$ cat src/core/icop_params.svh
// Constants of the input-change and output port block.
// Assumes inclusion from the package and the port module only.
`ifndef ICOP_PARAMS_SVH
`define ICOP_PARAMS_SVH

// Field positions inside the serial busy status nibble
`define ICOP_SBS_RX_BIT      1
`define ICOP_SBS_TX_BIT      3

// Port mode zero field positions
`define ICOP_PM0_PU_C_BIT    2
`define ICOP_PM0_PU_D_BIT    3

// Bit of the hold, interrupt and second hold flags owned by these ports
`define ICOP_HEF_PORT_BIT    2
`define ICOP_IEF_PORT_BIT    2
`define ICOP_SECOND_PORT_HOLD_ENABLE_PORT_BIT   0

// External interrupt enable bits on the multi-function port
`define ICOP_XIE0_BIT        2
`define ICOP_XIE1_BIT        3

// Reset values
`define ICOP_NIB_ZERO        4'h0
`define ICOP_BYTE_ZERO       8'h00
`define ICOP_LED_RESET       4'hF

// Serial clocks per transfer and the counter start and step value
`define ICOP_SIO_CLOCKS      4'h8
`define ICOP_SIO_CNT_ONE     4'h1

`endif

$ cat src/core/icop_pkg.sv
// Types shared by the input-change and output port block.
// Assumes the constants header sits beside it.
`include "icop_params.svh"

package icop_pkg;

  // Instruction-level operations that the core issues to the ports
  typedef enum logic [3:0] {
    ICOP_NOP,
    ICOP_RD_SBS,
    ICOP_CLR_SBS,
    ICOP_RD_CHG_C,
    ICOP_CLR_CHG_C,
    ICOP_RD_CHG_D,
    ICOP_CLR_CHG_D,
    ICOP_WR_PM0,
    ICOP_WR_PEF,
    ICOP_WR_HEF,
    ICOP_WR_IEF,
    ICOP_WR_SECOND_PORT_HOLD_ENABLE,
    ICOP_WR_SEF,
    ICOP_WR_XIE,
    ICOP_WR_LED,
    ICOP_RD_MF
  } icop_op_e;

  typedef struct packed {
    logic       valid;
    icop_op_e   code;
    logic       sel;    // LED port select: 0 first, 1 second
    logic [7:0] data;   // RAM nibble in [3:0], or immediate
  } icop_op_t;

  typedef struct packed {
    logic [3:0] mf;
    logic [3:0] d;
    logic [3:0] c;
  } icop_pins_t;

endpackage : icop_pkg

$ cat src/core/icop_ports.sv
// Input-change ports, LED output ports, multi-function input port and
// serial busy status of a 4-bit controller core.
// Assumes the core issues one operation per cycle, that pins are already
// synchronous in level but may glitch, and that the serial shifter gives
// a start pulse and one pulse per serial clock.
//
// Operation
// Status bit 1 shows receive busy
// Status bit 3 shows transmit busy
// Status readable, cleared by clear instruction
// Receive busy drops after eight clocks; event
// First port pull-ups switched by mode
// Mode bits 2,3 enable pull-ups per port
// All three enables: change releases hold/interrupts
// First port change sets its status bit
// First status read-only, clear instruction only
// Selected first-port falling edge wakes stop
// Second port change releases hold, no interrupt
// Second port change sets its status bit
// Second status read-only, clear instruction only
// Selected second-port falling edge wakes stop
// LED write drives RAM nibble onto port
// Multi-function read loads RAM and accumulator
// Pins 2,3 become external interrupts
// Reset clears all enable flags
// Change bits sticky; pins synchronised first
`timescale 1ns/1ps
`include "icop_params.svh"

module icop_ports
  import icop_pkg::*;
(
  // Clock and reset
  input  wire logic       i_ref_clk,
  input  wire logic       i_reset_n,
  // Core operation port
  input  wire icop_op_t   i_op,
  output logic [3:0]      o_rd_data,
  output logic            o_rd_valid,
  output logic            o_acc_load,
  // Serial shifter status
  input  wire logic       i_sio_rx_start,
  input  wire logic       i_sio_tx_start,
  input  wire logic       i_sio_clk_pulse,
  output logic            o_sio_event,
  // Pins
  input  wire icop_pins_t i_pins,
  output logic            o_pullup_c_en,
  output logic            o_pullup_d_en,
  output logic [1:0]      o_open_drain_sel,
  output logic [3:0]      o_led_a,
  output logic [3:0]      o_led_b,
  // Wake and interrupt requests to the core
  output logic            o_port_irq,
  output logic            o_hold_release,
  output logic            o_stop_wake,
  output logic [1:0]      o_ext_irq
);

  // ****************************************************************
  // Operation decode
  // ****************************************************************
  function automatic logic is_op(input icop_op_t op, input icop_op_e c);
    is_op = op.valid && (op.code == c);
  endfunction : is_op

  wire logic rd_sbs    = is_op(i_op, ICOP_RD_SBS);
  wire logic clr_sbs   = is_op(i_op, ICOP_CLR_SBS);
  wire logic rd_chg_c  = is_op(i_op, ICOP_RD_CHG_C);
  wire logic clr_chg_c = is_op(i_op, ICOP_CLR_CHG_C);
  wire logic rd_chg_d  = is_op(i_op, ICOP_RD_CHG_D);
  wire logic clr_chg_d = is_op(i_op, ICOP_CLR_CHG_D);
  wire logic wr_pm0    = is_op(i_op, ICOP_WR_PM0);
  wire logic wr_pef    = is_op(i_op, ICOP_WR_PEF);
  wire logic wr_hef    = is_op(i_op, ICOP_WR_HEF);
  wire logic wr_ief    = is_op(i_op, ICOP_WR_IEF);
  wire logic wr_second_port_hold_enable   = is_op(i_op, ICOP_WR_SECOND_PORT_HOLD_ENABLE);
  wire logic wr_sef    = is_op(i_op, ICOP_WR_SEF);
  wire logic wr_xie    = is_op(i_op, ICOP_WR_XIE);
  wire logic wr_led    = is_op(i_op, ICOP_WR_LED);
  wire logic rd_mf     = is_op(i_op, ICOP_RD_MF);

  // ****************************************************************
  // Write-only control flags
  // ****************************************************************
  logic [3:0] port_mode_zero_r;
  logic [7:0] port_event_enable_r;   // [3:0] first port, [7:4] second
  logic [3:0] hold_release_enable_r;
  logic [3:0] interrupt_enable_flags_r;
  logic [3:0] second_port_hold_enable_r;
  logic [7:0] stop_wake_enable_r;    // [3:0] first port, [7:4] second
  logic [3:0] external_interrupt_enable_r;

  always_ff @(posedge i_ref_clk or negedge i_reset_n) begin
    if (!i_reset_n) begin
      port_mode_zero_r            <= `ICOP_NIB_ZERO;
      port_event_enable_r         <= `ICOP_BYTE_ZERO;
      hold_release_enable_r       <= `ICOP_NIB_ZERO;
      interrupt_enable_flags_r    <= `ICOP_NIB_ZERO;
      second_port_hold_enable_r   <= `ICOP_NIB_ZERO;
      stop_wake_enable_r          <= `ICOP_BYTE_ZERO;
      external_interrupt_enable_r <= `ICOP_NIB_ZERO;
    end else begin
      if (wr_pm0)  port_mode_zero_r            <= i_op.data[3:0];
      if (wr_pef)  port_event_enable_r         <= i_op.data;
      if (wr_hef)  hold_release_enable_r       <= i_op.data[3:0];
      if (wr_ief)  interrupt_enable_flags_r    <= i_op.data[3:0];
      if (wr_second_port_hold_enable) second_port_hold_enable_r   <= i_op.data[3:0];
      if (wr_sef)  stop_wake_enable_r          <= i_op.data;
      if (wr_xie)  external_interrupt_enable_r <= i_op.data[3:0];
    end
  end

  // ****************************************************************
  // Pin synchronisers and edge detection
  // ****************************************************************
  // Stage one feeds stage two only; edges compare stages two and three
  // Stages preset high, the level of an idle pulled-up pin
  logic [11:0] pin_s1_r;
  logic [11:0] pin_s2_r;
  logic [11:0] pin_s3_r;
  logic [11:0] pin_change;
  logic [11:0] pin_fall;

  always_ff @(posedge i_ref_clk or negedge i_reset_n) begin
    if (!i_reset_n) begin
      pin_s1_r <= 12'hFFF;
      pin_s2_r <= 12'hFFF;
      pin_s3_r <= 12'hFFF;
    end else begin
      pin_s1_r <= i_pins;
      pin_s2_r <= pin_s1_r;
      pin_s3_r <= pin_s2_r;
    end
  end

  genvar gi;
  generate
    for (gi = 0; gi < 12; gi++) begin : g_edge
      assign pin_change[gi] = pin_s2_r[gi] ^ pin_s3_r[gi];
      assign pin_fall[gi]   = pin_s3_r[gi] & ~pin_s2_r[gi];
    end
  endgenerate

  wire logic [3:0] chg_c  = pin_change[3:0];
  wire logic [3:0] chg_d  = pin_change[7:4];
  wire logic [3:0] fall_m = pin_fall[11:8];

  // ****************************************************************
  // Sticky change flags
  // ****************************************************************
  logic [3:0] first_input_change_flags_r;
  logic [3:0] second_input_change_flags_r;

  // Either edge counts as a change; the flag stays until cleared
  // A change in the clearing cycle survives the clear
  wire logic [3:0] chg_flags_c_nxt =
    (clr_chg_c ? `ICOP_NIB_ZERO : first_input_change_flags_r)
    | chg_c;
  wire logic [3:0] chg_flags_d_nxt =
    (clr_chg_d ? `ICOP_NIB_ZERO : second_input_change_flags_r)
    | chg_d;

  always_ff @(posedge i_ref_clk or negedge i_reset_n) begin
    if (!i_reset_n) begin
      first_input_change_flags_r  <= `ICOP_NIB_ZERO;
      second_input_change_flags_r <= `ICOP_NIB_ZERO;
    end else begin
      first_input_change_flags_r  <= chg_flags_c_nxt;
      second_input_change_flags_r <= chg_flags_d_nxt;
    end
  end

  // ****************************************************************
  // Hold release, interrupt, stop wake and external interrupts
  // ****************************************************************
  wire logic hef_c  = hold_release_enable_r[`ICOP_HEF_PORT_BIT];
  wire logic ief_c  = interrupt_enable_flags_r[`ICOP_IEF_PORT_BIT];
  wire logic second_port_hold_enable_d = second_port_hold_enable_r[`ICOP_SECOND_PORT_HOLD_ENABLE_PORT_BIT];

  // The second port only releases hold; it has no interrupt path
  // Only pins selected by the event enables can raise an interrupt or hold release
  wire logic ev_c = |(chg_c & port_event_enable_r[3:0]);
  wire logic ev_d = |(chg_d & port_event_enable_r[7:4]);

  wire logic irq_nxt  = ev_c & hef_c & ief_c;
  wire logic hold_nxt = (ev_c & hef_c & ief_c)
                      | (ev_d & second_port_hold_enable_d);
  wire logic wake_nxt =
    |(pin_fall[3:0] & stop_wake_enable_r[3:0])
    | |(pin_fall[7:4] & stop_wake_enable_r[7:4]);
  // External interrupts fire on the falling edge of their pin
  wire logic [1:0] xirq_nxt = {
    fall_m[3] & external_interrupt_enable_r[`ICOP_XIE1_BIT],
    fall_m[2] & external_interrupt_enable_r[`ICOP_XIE0_BIT]
  };

  always_ff @(posedge i_ref_clk or negedge i_reset_n) begin
    if (!i_reset_n) begin
      o_port_irq     <= 1'b0;
      o_hold_release <= 1'b0;
      o_stop_wake    <= 1'b0;
      o_ext_irq      <= 2'h0;
    end else begin
      o_port_irq     <= irq_nxt;
      o_hold_release <= hold_nxt;
      o_stop_wake    <= wake_nxt;
      o_ext_irq      <= xirq_nxt;
    end
  end

  // ****************************************************************
  // Serial busy status
  // ****************************************************************
  logic       receive_busy_flag_r;
  logic       transmit_busy_flag_r;
  logic [3:0] sio_cnt_r;

  wire logic any_busy  = receive_busy_flag_r | transmit_busy_flag_r;
  wire logic sio_start = i_sio_rx_start | i_sio_tx_start;
  wire logic sio_last  = any_busy & i_sio_clk_pulse
                       & (sio_cnt_r == `ICOP_SIO_CLOCKS);
  // One counter serves both directions, so one transfer at a time
  // A clear stops the busy bits but leaves the count for the next start
  // A new start wins over both the clear and the end of transfer
  wire logic rx_busy_nxt = i_sio_rx_start
    | (receive_busy_flag_r & ~sio_last & ~clr_sbs);
  wire logic tx_busy_nxt = i_sio_tx_start
    | (transmit_busy_flag_r & ~sio_last & ~clr_sbs);
  wire logic [3:0] sio_cnt_nxt =
    sio_start ? `ICOP_SIO_CNT_ONE :
    (any_busy & i_sio_clk_pulse) ? sio_cnt_r + `ICOP_SIO_CNT_ONE :
    sio_cnt_r;

  always_ff @(posedge i_ref_clk or negedge i_reset_n) begin
    if (!i_reset_n) begin
      receive_busy_flag_r  <= 1'b0;
      transmit_busy_flag_r <= 1'b0;
      sio_cnt_r            <= `ICOP_SIO_CNT_ONE;
      o_sio_event          <= 1'b0;
    end else begin
      receive_busy_flag_r  <= rx_busy_nxt;
      transmit_busy_flag_r <= tx_busy_nxt;
      sio_cnt_r            <= sio_cnt_nxt;
      o_sio_event          <= sio_last & ~sio_start;
    end
  end

  // Reserved status bits read back as zero
  wire logic [3:0] sbs_value = {
    transmit_busy_flag_r,
    1'b0,
    receive_busy_flag_r,
    1'b0
  };

  // ****************************************************************
  // Read path
  // ****************************************************************
  // One read per cycle; the answer follows one edge later
  wire logic [3:0] rd_sel =
    rd_sbs   ? sbs_value :
    rd_chg_c ? first_input_change_flags_r :
    rd_chg_d ? second_input_change_flags_r :
    rd_mf    ? pin_s2_r[11:8] :
               `ICOP_NIB_ZERO;
  wire logic rd_any = rd_sbs | rd_chg_c | rd_chg_d | rd_mf;

  always_ff @(posedge i_ref_clk or negedge i_reset_n) begin
    if (!i_reset_n) begin
      o_rd_data  <= `ICOP_NIB_ZERO;
      o_rd_valid <= 1'b0;
      o_acc_load <= 1'b0;
    end else begin
      o_rd_data  <= rd_sel;
      o_rd_valid <= rd_any;
      o_acc_load <= rd_mf;
    end
  end

  // ****************************************************************
  // Pull-ups, output type and LED ports
  // ****************************************************************
  // LED ports come out of reset high, as the pins do
  wire logic led_a_we = wr_led & ~i_op.sel;
  wire logic led_b_we = wr_led & i_op.sel;

  always_ff @(posedge i_ref_clk or negedge i_reset_n) begin
    if (!i_reset_n) begin
      o_pullup_c_en    <= 1'b0;
      o_pullup_d_en    <= 1'b0;
      o_open_drain_sel <= 2'h0;
      o_led_a          <= `ICOP_LED_RESET;
      o_led_b          <= `ICOP_LED_RESET;
    end else begin
      o_pullup_c_en    <= port_mode_zero_r[`ICOP_PM0_PU_C_BIT];
      o_pullup_d_en    <= port_mode_zero_r[`ICOP_PM0_PU_D_BIT];
      o_open_drain_sel <= port_mode_zero_r[1:0];
      if (led_a_we) o_led_a <= i_op.data[3:0];
      if (led_b_we) o_led_b <= i_op.data[3:0];
    end
  end

endmodule : icop_ports

$ cat config.mk
export PLATFORM = sky130hd
export DESIGN_NAME = icop_ports
export DESIGN_NICKNAME = d
export VERILOG_FILES = /design/src/core/icop_pkg.sv /design/src/core/icop_ports.sv
export VERILOG_INCLUDE_DIRS = /design/src /design/src/core
export SDC_FILE = /design/constraint.sdc
export NUM_CORES = 1
export LEC_CHECK = 0
export BUFFER_PORTS_ARGS = -buffer_cell sky130_fd_sc_hd__buf_2
export CAP_MARGIN = 5
export CORE_AREA = 4 4 108 110
export CTS_CLUSTER_DIAMETER = 60
export DETAILED_ROUTE_END_ITERATION = 6
export DIE_AREA = 0 0 112 114
export GPL_TIMING_DRIVEN = 0
export PLACE_DENSITY = 0.56
export SYNTH_ARGS = -nofsm -noshare
export SYNTH_HDL_FRONTEND = slang
export SYNTH_SLANG_ARGS = --single-unit
$ cat constraint.sdc
create_clock -name i_ref_clk -period 1.75 [get_ports i_ref_clk]
set_input_delay 0.2625 -clock i_ref_clk [delete_from_list [all_inputs] [get_ports i_ref_clk]]
set_output_delay 0.2625 -clock i_ref_clk [all_outputs]
set_load 0.1 [all_outputs]
### Word level (Yosys, flattened, before mapping)

Cells that the tools add are included.
W data, S select, Z words.

| storage, ports and cells | value |
|---|---|
| bits in registers | 105 |

| cells by class | value |
|---|---|
| equal/unequal tests | 16 |
| $add $sub $neg | 1 |
| bitwise logic cells | 61 |
| reductions and logical operators | 20 |
| multiplexer cells | 8 |

Operator list:

| kind | number |
|---|---|
| $eq A4 B4 Y1 const B | 9 |
| $mux W4 | 8 |
| $and A1 B1 Y1 | 24 |
| $and A4 B4 Y4 | 4 |
| $eq A4 B3 Y1 const B | 4 |
| $reduce_or A4 Y1 | 4 |
| $logic_and A1 B1 Y1 | 15 |
| $not A1 Y1 | 14 |
| $or A1 B1 Y1 | 9 |
| $eq A4 B2 Y1 const B | 2 |
| $or A4 B4 Y4 | 2 |
| $xor A1 B1 Y1 | 8 |
| $add A4 B1 Y4 const B | 1 |
| $eq A4 B1 Y1 const B | 1 |
| $reduce_bool A2 Y1 | 1 |

### Depth between registers and ports, before layout

Gate-level depths: netlist of run 1.

| depth | value |
|---|---|
| word-level depth | 7 |
| mapped depth | 5 |

### Worst setup path before layout of run 1

No wires, ideal clock.

| timing path | value |
|---|---|
| kind | register to register |
| from | register pin_s2_r[3] |
| to | register o_hold_release |
| library setup time | 144 ps |
| clock period less this slack | 1567 ps |
| stages on the path, launching flop included | 6 |
| path slack | 183 ps |
| data required time | 1606 ps |
| arrival time | 1423 ps |
| cell sequence | dfstp_2 -> inv_1 -> ha_1 -> inv_1 -> a2111oi_0 -> o21ai_0 |

| on the way | value |
|---|---|
| word-level cells in the longest chain between the ends | 6 |

RTL lines:

| what | line | RTL |
|---|---|---|
| from (decl) | icop_ports.sv:120 | `logic [11:0] pin_s2_r;` |
| from (signal assigned) | icop_ports.sv:132 | `pin_s2_r <= pin_s1_r;` |
| $xor A1 B1 Y1 | icop_ports.sv:140 | `assign pin_change[gi] = pin_s2_r[gi] ^ pin_s3_r[gi];` |
| $and A4 B4 Y4 | icop_ports.sv:183 | `wire logic ev_c = \|(chg_c & port_event_enable_r[3:0]);` |
| $reduce_or A4 Y1 | icop_ports.sv:183 |  |
| $and A1 B1 Y1 (2 in series) | icop_ports.sv:187 | `wire logic hold_nxt = (ev_c & hef_c & ief_c)` |
| $or A1 B1 Y1 | icop_ports.sv:188 | `\| (ev_d & second_port_hold_enable_d);` |
| net hold_nxt | icop_ports.sv:187 |  |
| to (signal assigned) | icop_ports.sv:206 | `o_hold_release <= hold_nxt;` |
| to (decl) | icop_ports.sv:55 | `output logic o_hold_release,` |

The timed path passes the listed nets, and every way through them passes these cells.
A chain may end at the register's enable or synchronous reset.

### Worst setup path in the final report of run 1

Same ends and word-level chain as after synthesis.

==> results of run 1 <==
placed cells by master, fill, tap and decap left out, types with 2 or more instances in the layout:
cell,instances
inv_1,17
or3_1,2
nor3_1,6
nand3b_1,2
a21o_1,3
mux2_4,8
o21ai_0,12
and3_1,2
o32a_1,2
mux2_2,24
nand2_1,13
clkinv_2,3
clkbuf_1,2
dlygate4sd3_1,13
dfstp_2,43
clkbuf_8,10
dfrtp_1,54
nand2b_1,3
ha_1,10
bufinv_16,3
xnor2_1,2
nand3_1,5
nor2_1,10
a21oi_1,4
nor2b_1,7
buf_2,54
a22oi_1,4
stage by stage:
step	total power, µW	setup slack (ns)	cell area (µm²)	hold WS (ns)	std cells
global placement	3898	-0.5350	4104	0.3457	451
detailed placement	3922	-0.1837	4134	0.2880	452
CTS	5695	0.05125	4513	0.08941	481
finish	5635	0.06293	4526	0.1006	481
floorplan	3638	0.1831	3659	-0.03309	257
global route	5888	-0.02336	4526	0.09387	481
logic make-up (layout without fill, tap and decap cells):
| group | Yosys count | count (layout) | share of synthesized area [%] |
|---|---|---|---|
| flip-flops | 97 | 97 | 67.82 |
| AND/OR/NAND/NOR | 59 | 59 | 8.687 |
| AO/OA/AOI/OAI | 34 | 34 | 6.020 |
| multiplexers | 33 | 33 | 10.94 |
| buffers and inverters | 21 | 105 | 2.394 |
| adder cells (fa/ha/maj) | 10 | 10 | 3.420 |
| XOR/XNOR | 3 | 3 | 0.7183 |
worst paths after layout:
path | start | end | slack, ns | cells after the start
max in group asynchronous | i_reset_n | pin_s2_r[10] | 0.61 | 3
min in group asynchronous | i_reset_n | stop_wake_enable_r[6] | 0.44 | 2
setup reg to reg | pin_s2_r[3] | o_hold_release | 0.06 | 5
hold / removal | i_sio_tx_start | sio_cnt_r[2] | 0.10 | 2
setup / recovery | pin_s2_r[3] | o_hold_release | 0.06 | 5
hold reg to reg | pin_s1_r[10] | pin_s2_r[10] | 0.36 | 0
state kept, by name, summed over array words and instances (netlist names), 2 cells and up:
signal / flops
external_interrupt_enable_r: 2
first_input_change_flags_r: 4
o_ext_irq: 2
o_led_a: 4
o_led_b: 4
o_open_drain_sel: 2
o_rd_data: 4
pin_s1_r: 12
pin_s2_r: 12
pin_s3_r: 10
port_event_enable_r: 8
port_mode_zero_r: 4
second_input_change_flags_r: 4
sio_cnt_r: 4
stop_wake_enable_r: 8
power groups by stage:
stage                     clock network, µW  registers [µW]  logic [µW]
after floorplan                           0            3330         309
after global placement                    0            2710        1190
after detailed placement                  0            2720        1200
after global routing                   1870            2710        1300
final                                  1720            2680        1230
after CTS                              1780            2680        1230
cell type report:
class / count / area share (%)
Timing Repair Buffer: 68 / 9.511
Clock inverter: 6 / 2.322
Buffer: 4 / 0.5253
Sequential cell: 97 / 54.82
Clock buffer: 10 / 3.041
Multi-Input combinational cell: 139 / 24.50
Inverter: 17 / 1.410
Tap cell: 140 / 3.871
per-layer routing:
metal	global-route usage [%]	wire [µm]	up-vias
li1	-	-	1044
met1	15.40	3332	1091
met2	17.19	3164	39
met3	3.077	299	9
met4	5.529	152	0
met5	0	0	-
worst max-delay path: cells and delay by family (launching register included):
kind | cells | cell delay, ns
AO/OA/AOI/OAI | 2 | 0.57
adder cells (fa/ha/maj) | 1 | 0.32
buffers and inverters | 2 | 0.13
flip-flops | 1 | 0.54
timing repair:
item / CTS / global route
hold buffers: 13 / 0
endpoints found under the setup margin: 2 / 1
hold endpoints to repair: 33 / 0
buffers inserted: 0 / 0
resized for setup: 2 / 1
==> metrics, run 1 <==
Ports 55; Leakage roughly 0.0021 µW; core area ~11,000 µm²; peak supply drop between 0.5 and 0.6 mV; Logic pwr share between 20% and 30%; Internal roughly 3900 µW; PwrDens between 1000 and 1500 nW/µm²; # H-tree levels 3; Post-synth top flop dfrtp_1; sequential area share after synthesis 67.82%; Mapped Nets 298; CP dominant cell by count inv_1; crit-path max FO 2; fin. max-slew vios 0; PortBufs 54; CTS sink cnt 97; vias per inst approximately 4.5; CP max stage cell dfstp_2; Crit path required time roughly 2.0 ns; final-stage net count roughly 380; drc violations 0; sequential share of power 47.5%; largest net degree at the start of global routing 58; skew final around 0.0096 ns; Synth top cells by count 54 x dfrtp_1, 43 x dfstp_2, 24 x mux2_2, 17 x inv_1, 13 x nand2_1; Wirelength per Cell approximately 14 µm; CTS tree built; Starting DRT DRC Count 73; Clk pwr share a little under a third; Final Hold Viols 0; CTS buffer count 9; cell with the most instances after synthesis dfrtp_1; synthesized flop and latch total 97; P_sw between 1500 and 2000 µW; CP max stage delay 0.54 ns; Tcrit/Tclk final a little over nine tenths; cells after synthesis roughly 260; Hold Crit Class primary input to register; first-pass GRT wire length 11,270 µm; initial core utilization between 30% and 40%; Final Critical Period roughly 1.7 ns; Post-DRT Antenna Nets 0; 1st-pass router iterations 4; initial antenna violation count 0; Worst setup SP type register; Synth Cell Area 3659 µm²; DR vias about 2,200; register area roughly 2500 µm²; FFs w/ async S/R, synth 100.0%; top cell type's share of synthesized area a little under two fifths; Slew headroom around 54%; kind of critical path register to register; Worst-Margin Slew 0.6810 ns; Rows 38; warning count from the yosys run 0; Post-Route WL a little under 7000 µm; Remaining Overflow, GRT 0; final setup fails 0; Final GP Congestion roughly 0.83; Post-synth EDFFs 0; Horiz. Die Dim about 110 µm; Worst Setup End Kind register; TNS Setup 0 ns; Layout area overhead 23.70%; die height approximately 110 µm; Critical Path AT about 1.9 ns; layout cell share with drive strength beyond 1 roughly 44%; critical path cell sequence inv_1 -> ha_1 -> inv_1 -> a2111oi_4 -> o21ai_0; clk buf depth 2; clock transition at the registers of the reported paths roughly 0.09 ns; total of max-cap violations 0; GRT Overall Usage between 10% and 20%; sw frac 31.03%; vias in the first global route roughly 2,100; Clk Latency, worst-skew pair approximately 0.36 ns; post-synth top area cell dfrtp_1; post-synthesis cell type count 44; fin util between 40% and 50%; fmax a little under 0.6 GHz; status completed; antenna cell count 0; Syn Area/Cell ~14 µm²; HPWL after detailed placement between 4000 and 5000 µm; synth top area cells dfrtp_1 37%, dfstp_2 31%, mux2_2 7.4%; multi-input logic area ~1100 µm²; fillers around 1,000; die area about 13,000 µm²; CTS root buf clkbuf_8
No activity file was read; power rests on OpenSTA's default activity.
==> run 2: changes to the inputs <==
--- a/config.mk
+++ b/config.mk
@@ -8,12 +8,11 @@
 export LEC_CHECK = 0
 export BUFFER_PORTS_ARGS = -buffer_cell sky130_fd_sc_hd__buf_2
 export CAP_MARGIN = 5
-export CORE_AREA = 4 4 108 110
-export CTS_CLUSTER_DIAMETER = 60
+export CORE_AREA = 4 4 114 116
 export DETAILED_ROUTE_END_ITERATION = 6
-export DIE_AREA = 0 0 112 114
+export DIE_AREA = 0 0 118 120
 export GPL_TIMING_DRIVEN = 0
-export PLACE_DENSITY = 0.56
+export PLACE_DENSITY = 0.52
 export SYNTH_ARGS = -nofsm -noshare
 export SYNTH_HDL_FRONTEND = slang
 export SYNTH_SLANG_ARGS = --single-unit
==> constraint.sdc (replaced) <==
create_clock -name i_ref_clk -period 1.75 [get_ports i_ref_clk]
set_input_delay 0.175 -clock i_ref_clk [delete_from_list [all_inputs] [get_ports i_ref_clk]]
set_output_delay 0.175 -clock i_ref_clk [all_outputs]
set_load 0.1 [all_outputs]
==> run 2 against run 1 <==
Effect of this change:
- clock power up 15%
- count of clock-buffer cells in the layout up 2
- worst setup slack better by 0.055 ns
- sequential power about the same
- sequential cell count unchanged
- core utilization down 3.8 points
- register-to-register slack better by 0.05 ns
- critical endpoint unchanged
- largest cell class unchanged
- largest power group unchanged
- highest routed layer unchanged
==> metrics, run 2 (synthesis gave the netlist of run 1 again) <==
most frequent cells in the layout 54 x buf_2, 54 x dfrtp_1, 43 x dfstp_2; crit path from pin_s2_r[3]; Worst-Margin Slew 0.6297 ns (-0.05130 ns); DR vias 2,180 (-0.14%); CP max stage cell dfstp_2; final setup fails 0 (unchanged); clock transition at the registers of the reported paths 0.06 ns (-0.03 ns); Final Critical Period 1.632 ns (-0.05468 ns); RSZ-0062 raised after global routing false; CTS tree built; Remaining Overflow, GRT 0 (unchanged); Clk Latency, worst-skew pair 0.34 ns (-0.02 ns); antenna cell count 0 (unchanged); critical path cell sequence inv_1 -> ha_1 -> inv_1 -> a2111oi_4 -> o21ai_0; Logic pwr share 21.0% (-0.9 points); Final GP Congestion 0.7987 (-4.2%); peak supply drop 0.5181 mV (-13%); vias per inst 4.467 (-1.6%); total of max-cap violations 0 (unchanged); CTS sink cnt 97 (unchanged); PortBufs 54 (unchanged); final instance area 4592 µm² (+1.5%); kind of critical path register to register; die height 120 µm (+5.3%); Hold Crit Class primary input to register; fillers 1,161 (+16%); clk buf depth 2 (unchanged); Starting DRT DRC Count 144 (+97%); CTS root buf clkbuf_16; core area 11,910 µm² (+11%); # H-tree levels 3 (unchanged); skew final 0.009223 ns (-0.0003456 ns); Horiz. Die Dim 118 µm (+5.4%); CP dominant cell by count inv_1; initial core utilization 30.71% (-3.5 points); PwrDens 1282 nW/µm² (+3.0%); Crit path required time 1.96 ns (-0.02 ns); largest net degree at the start of global routing 51 (-12%); crit-path max FO 2 (unchanged); Worst setup SP type register; P_sw 1829 µW (+4.6%); Reg2Reg Launch Point pin_s2_r[3]; Critical Path Stages 5 (unchanged); Internal 4058 µW (+4.4%); worst flop-to-flop path endpoint o_hold_release; Wirelength per Cell 14.93 µm (+3.3%); cell area after placement 4143 µm² (+0.21%); Post-CTS Setup Bufs 0 (unchanged); drc violations 0 (unchanged); first-pass GRT wire length 12,270 µm (+8.8%); R2R setup slack 0.12 ns (+0.05 ns); 1st-pass router iterations 4 (unchanged); Leakage 0.002088 µW (+0.63%); fmax 0.6126 GHz (+3.3%); sequential share of power 45.6% (-1.9 points); CP max stage delay 0.53 ns (about the same); GRT Overall Usage 11.13% (-0.30 points); Clk pwr share 33.4% (+2.8 points); sw frac 31.07% (+0.035 points); Hold Slack 0.04098 ns (-0.05961 ns); fin util 38.55% (-3.8 points); die area 14,160 µm² (+11%); vias in the first global route 2,357 (+11%); Crit path buffers/inverters 2 (unchanged); status completed; CP delay by family, top compound AO/OA/AOI/OAI gates; largest registers pin_s1_r: 12 flops, pin_s2_r: 12 flops, pin_s3_r: 10 flops; Critical Path AT 1.84 ns (-0.07 ns); worst r2r path cells 5 (unchanged); CTS buffer count 9 (unchanged); initial antenna violation count 0 (unchanged); final-stage net count 377 (unchanged); HPWL after detailed placement 5214 µm (+6.1%); Final Hold Viols 0 (unchanged); Post-DRT Antenna Nets 0 (unchanged); crit path capture o_hold_release; Rows 40 (+5.3%); Ports 55 (unchanged); fin. max-slew vios 0 (unchanged); Post-Route WL 7284 µm (+4.8%); Layout area overhead 25.51%; Slew headroom 57.70% (+3.4 points); Worst Setup End Kind register; Tcrit/Tclk final 93.28% (-3.1 points); layout cell share with drive strength beyond 1 43.70% (-0.59 points)
==> run 2: cell count changes in the layout (fill, tap and decap cells not counted) <==
cell        previous run  this run
clkbuf_16              0         9
clkinv_4               0         1
clkbuf_1               2         4
bufinv_16              3         1
clkbuf_8              10         1
clkinv_2               3         0
clkinvlp_4             0         2
==> run 2: worst min path at each step <==
stage / to / from / cells after the start / slack [ns]
3_5_place_dp: o_stop_wake / i_reset_n / 1 / 0.24
2_1_floorplan: external_interrupt_enable_r[2] / i_reset_n / 0 / -0.12
6_report: sio_cnt_r[2] / i_sio_rx_start / 2 / 0.04
4_1_cts: sio_cnt_r[2] / i_sio_tx_start / 2 / 0.03
5_1_grt: sio_cnt_r[2] / i_sio_tx_start / 2 / 0.04
3_3_place_gp: pin_s1_r[1] / i_pins[1] / 1 / 0.28
==> run 2: power groups by stage <==
stage / clock network [µW] / registers, µW / logic [µW]
2_1_floorplan: 0 / 3330 / 309
3_3_place_gp: 0 / 2710 / 1190
3_5_place_dp: 0 / 2720 / 1210
4_1_cts: 2040 / 2690 / 1240
5_1_grt: 2120 / 2720 / 1310
6_report: 1970 / 2680 / 1240
==> run 2: area by class of cell <==
class | instances | area [µm²] | share of cell area, %
Multi-Input combinational cell | 139 | 1109 | 24.14
Buffer | 4 | 23.77 | 0.5177
Sequential cell | 97 | 2481 | 54.03
Clock inverter | 4 | 53.80 | 1.172
Tap cell | 147 | 183.9 | 4.005
Inverter | 17 | 63.81 | 1.390
Clock buffer | 12 | 246.5 | 5.368
Timing Repair Buffer | 68 | 430.4 | 9.373
==> run 2: layer usage <==
layer | vias to the layer above | part of all wire (%) | routed length (µm) | track usage (%)
met5 | - | 0 | 0 | 0
li1 | 1044 | - | - | -
met4 | 0 | 1.7 | 126 | 4.542
met1 | 1086 | 47 | 3425 | 14.55
met3 | 10 | 4.3 | 315 | 3.487
met2 | 40 | 47 | 3417 | 17.18
==> run 2: repair_timing <==
item | 4_1_cts | 5_1_grt
endpoints found under the hold margin | 30 | 0
endpoints found under the setup margin | 2 | 2
hold buffers | 13 | 0
resized for setup | 2 | 1
==> run 2: per-stage QoR <==
step	total power [µW]	setup TNS (ns)	setup slack, ns	std cells
6_report	5887	0	0.1176	488
5_1_grt	6145	0	0.001040	488
4_1_cts	5966	0	0.04109	488
3_5_place_dp	3930	-0.3773	-0.2336	459
3_3_place_gp	3901	-25.80	-0.4748	458
2_1_floorplan	3638	0	0.1831	257
==> run 3: changes to the inputs <==
--- a/config.mk
+++ b/config.mk
@@ -12,7 +12,7 @@
 export DETAILED_ROUTE_END_ITERATION = 6
 export DIE_AREA = 0 0 118 120
 export GPL_TIMING_DRIVEN = 0
-export PLACE_DENSITY = 0.52
+export PLACE_DENSITY_LB_ADDON = 0.25
 export SYNTH_ARGS = -nofsm -noshare
 export SYNTH_HDL_FRONTEND = slang
 export SYNTH_SLANG_ARGS = --single-unit
==> run 3 against run 2 <==
Effect of this change:
- count of clock-buffer cells in the layout fell by 2
- combinational power is essentially flat
- core utilization hardly changed
- sequential power hardly changed
- clock skew shrank 0.0013 ns
- critical endpoint unchanged
- largest cell class unchanged
- largest power group unchanged
- highest routed layer unchanged
==> metrics, run 3 (synthesis gave the netlist of run 1 again) <==
status completed; Final Power 5892 µW (about the same); most frequent cells in the layout 54 x buf_2, 54 x dfrtp_1, 43 x dfstp_2; setup ws final 0.1126 ns (-0.004969 ns); Starting DRT DRC Count 108 (-25%); Post-DRT Antenna Nets 0 (unchanged); worst flop-to-flop path endpoint o_hold_release; total of max-cap violations 0 (unchanged); drc violations 0 (unchanged); DR vias 2,177 (-0.14%); Hold Slack 0.04217 ns (+0.001189 ns); Horiz. Die Dim 118 µm (unchanged); skew final 0.007899 ns (-0.001324 ns); Hold Path Sink sio_cnt_r[1]; initial core utilization 30.71% (unchanged); PwrDens 1282 nW/µm² (about the same); initial antenna violation count 0 (unchanged); CTS root buf clkbuf_16; Remaining Overflow, GRT 0 (unchanged); crit-path max FO 2 (unchanged); Hold Crit Class primary input to register; peak supply drop 0.4144 mV (-20%); Slew headroom 61.26% (+3.6 points); Worst-Margin Slew 0.5767 ns (-0.05296 ns); hold_sp i_sio_tx_start; Final Critical Period 1.637 ns (+0.004969 ns); CTS tree built; Post-Route WL 7253 µm (-0.43%); Worst setup SP type register; worst r2r path cells 5 (unchanged); # H-tree levels 3 (unchanged); fmax 0.6107 GHz (-0.30%); vias in the first global route 2,259 (-4.2%); fillers 1,148 (-1.1%); Tcrit/Tclk final 93.56% (+0.28 points); final-stage net count 377 (unchanged); HPWL after detailed placement 5197 µm (-0.32%); Final Hold Viols 0 (unchanged); clock transition at the registers of the reported paths 0.06 ns (about the same); die area 14,160 µm² (unchanged); clk buf depth 2 (unchanged); final setup fails 0 (unchanged); RSZ-0062 raised after global routing false; fin. max-slew vios 0 (unchanged); CTS sink cnt 97 (unchanged); Crit path required time 1.95 ns (about the same); kind of critical path register to register; Clk Latency, worst-skew pair 0.33 ns (about the same); Reg2Reg Launch Point pin_s2_r[3]; fin util 38.58% (about the same); CTS buffer count 9 (unchanged); largest registers pin_s1_r: 12 flops, pin_s2_r: 12 flops, pin_s3_r: 10 flops; Worst Setup End Kind register; largest net degree at the start of global routing 59 (+16%); Ports 55 (unchanged); Wirelength per Cell 14.86 µm (-0.43%); vias per inst 4.461 (-0.14%); GRT Overall Usage 11.05% (-0.072 points); Final GP Congestion 0.7706 (-3.5%); die height 120 µm (unchanged); 1st-pass router iterations 4 (unchanged); antenna cell count 0 (unchanged); core area 11,910 µm² (unchanged); Layout area overhead 25.62% (about the same); layout cell share with drive strength beyond 1 44.28% (+0.59 points); PortBufs 54 (unchanged); R2R setup slack 0.11 ns (about the same); hold path depth 2 (unchanged); TNS Setup 0 ns (unchanged); Leakage 0.002097 µW (+0.47%); DP Worst Slack -0.3170 ns (-0.08348 ns); Rows 40 (unchanged); Critical Path AT 1.84 ns (about the same); first-pass GRT wire length 12,100 µm (-1.4%)
==> run 3: power breakdown <==
group / internal (µW) / switching [µW] / leakage [µW]
combinational: 343 / 893 / 0.000849
clock: 1150 / 822 / 0.000149
sequential: 2570 / 119 / 0.00110
==> run 3: how the worst max path moves through the flow <==
stage,startpoint,endpoint,slack (ns),cells after the start
floorplan,pin_s2_r[3],o_hold_release,0.18,5
global route,pin_s2_r[3],o_hold_release,0.02,5
detailed placement,pin_s2_r[3],o_hold_release,-0.32,5
CTS,pin_s2_r[3],o_hold_release,0.05,5
finish,pin_s2_r[3],o_hold_release,0.11,5
global placement,i_reset_n,o_ext_irq[1],-0.49,1
==> run 3: area by class of cell <==
| class | count | area (µm²) | area share, % |
|---|---|---|---|
| Buffer | 4 | 23.77 | 0.5173 |
| Clock buffer | 10 | 239.0 | 5.200 |
| Clock inverter | 6 | 65.06 | 1.416 |
| Inverter | 17 | 63.81 | 1.389 |
| Multi-Input combinational cell | 139 | 1109 | 24.12 |
| Sequential cell | 97 | 2481 | 53.99 |
| Tap cell | 147 | 183.9 | 4.002 |
| Timing Repair Buffer | 68 | 430.4 | 9.366 |
==> run 3: timing repair <==
item	4_1_cts	5_1_grt
hold buffers	13	0
gates cloned	0	0
pin swaps	0	0
endpoints found under the setup margin	2	1
endpoints found under the hold margin	32	0
resized for setup	3	1
buffers inserted	0	0
==> run 3: critical path, cell delays in order, from the launching register on <==
cell and delay [ns]:
dfstp_2 0.53, inv_1 0.04, ha_1 0.31, inv_1 0.08, a2111oi_4 0.40, o21ai_1 0.14
==> run 3: routing by layer <==
layer	global-route usage (%)	part of all wire (%)	vias up
li1	-	-	1048
met5	0	0	-
met1	14.17	48	1069
met3	2.733	3.7	9
met2	17.61	47	51
met4	5.275	1.6	0
==> run 3: per-stage QoR <==
step | cells | cell area (µm²)
3_5_place_dp | 459 | 4143
2_1_floorplan | 257 | 3659
3_3_place_gp | 458 | 4113
4_1_cts | 488 | 4596
6_report | 488 | 4596
5_1_grt | 488 | 4596
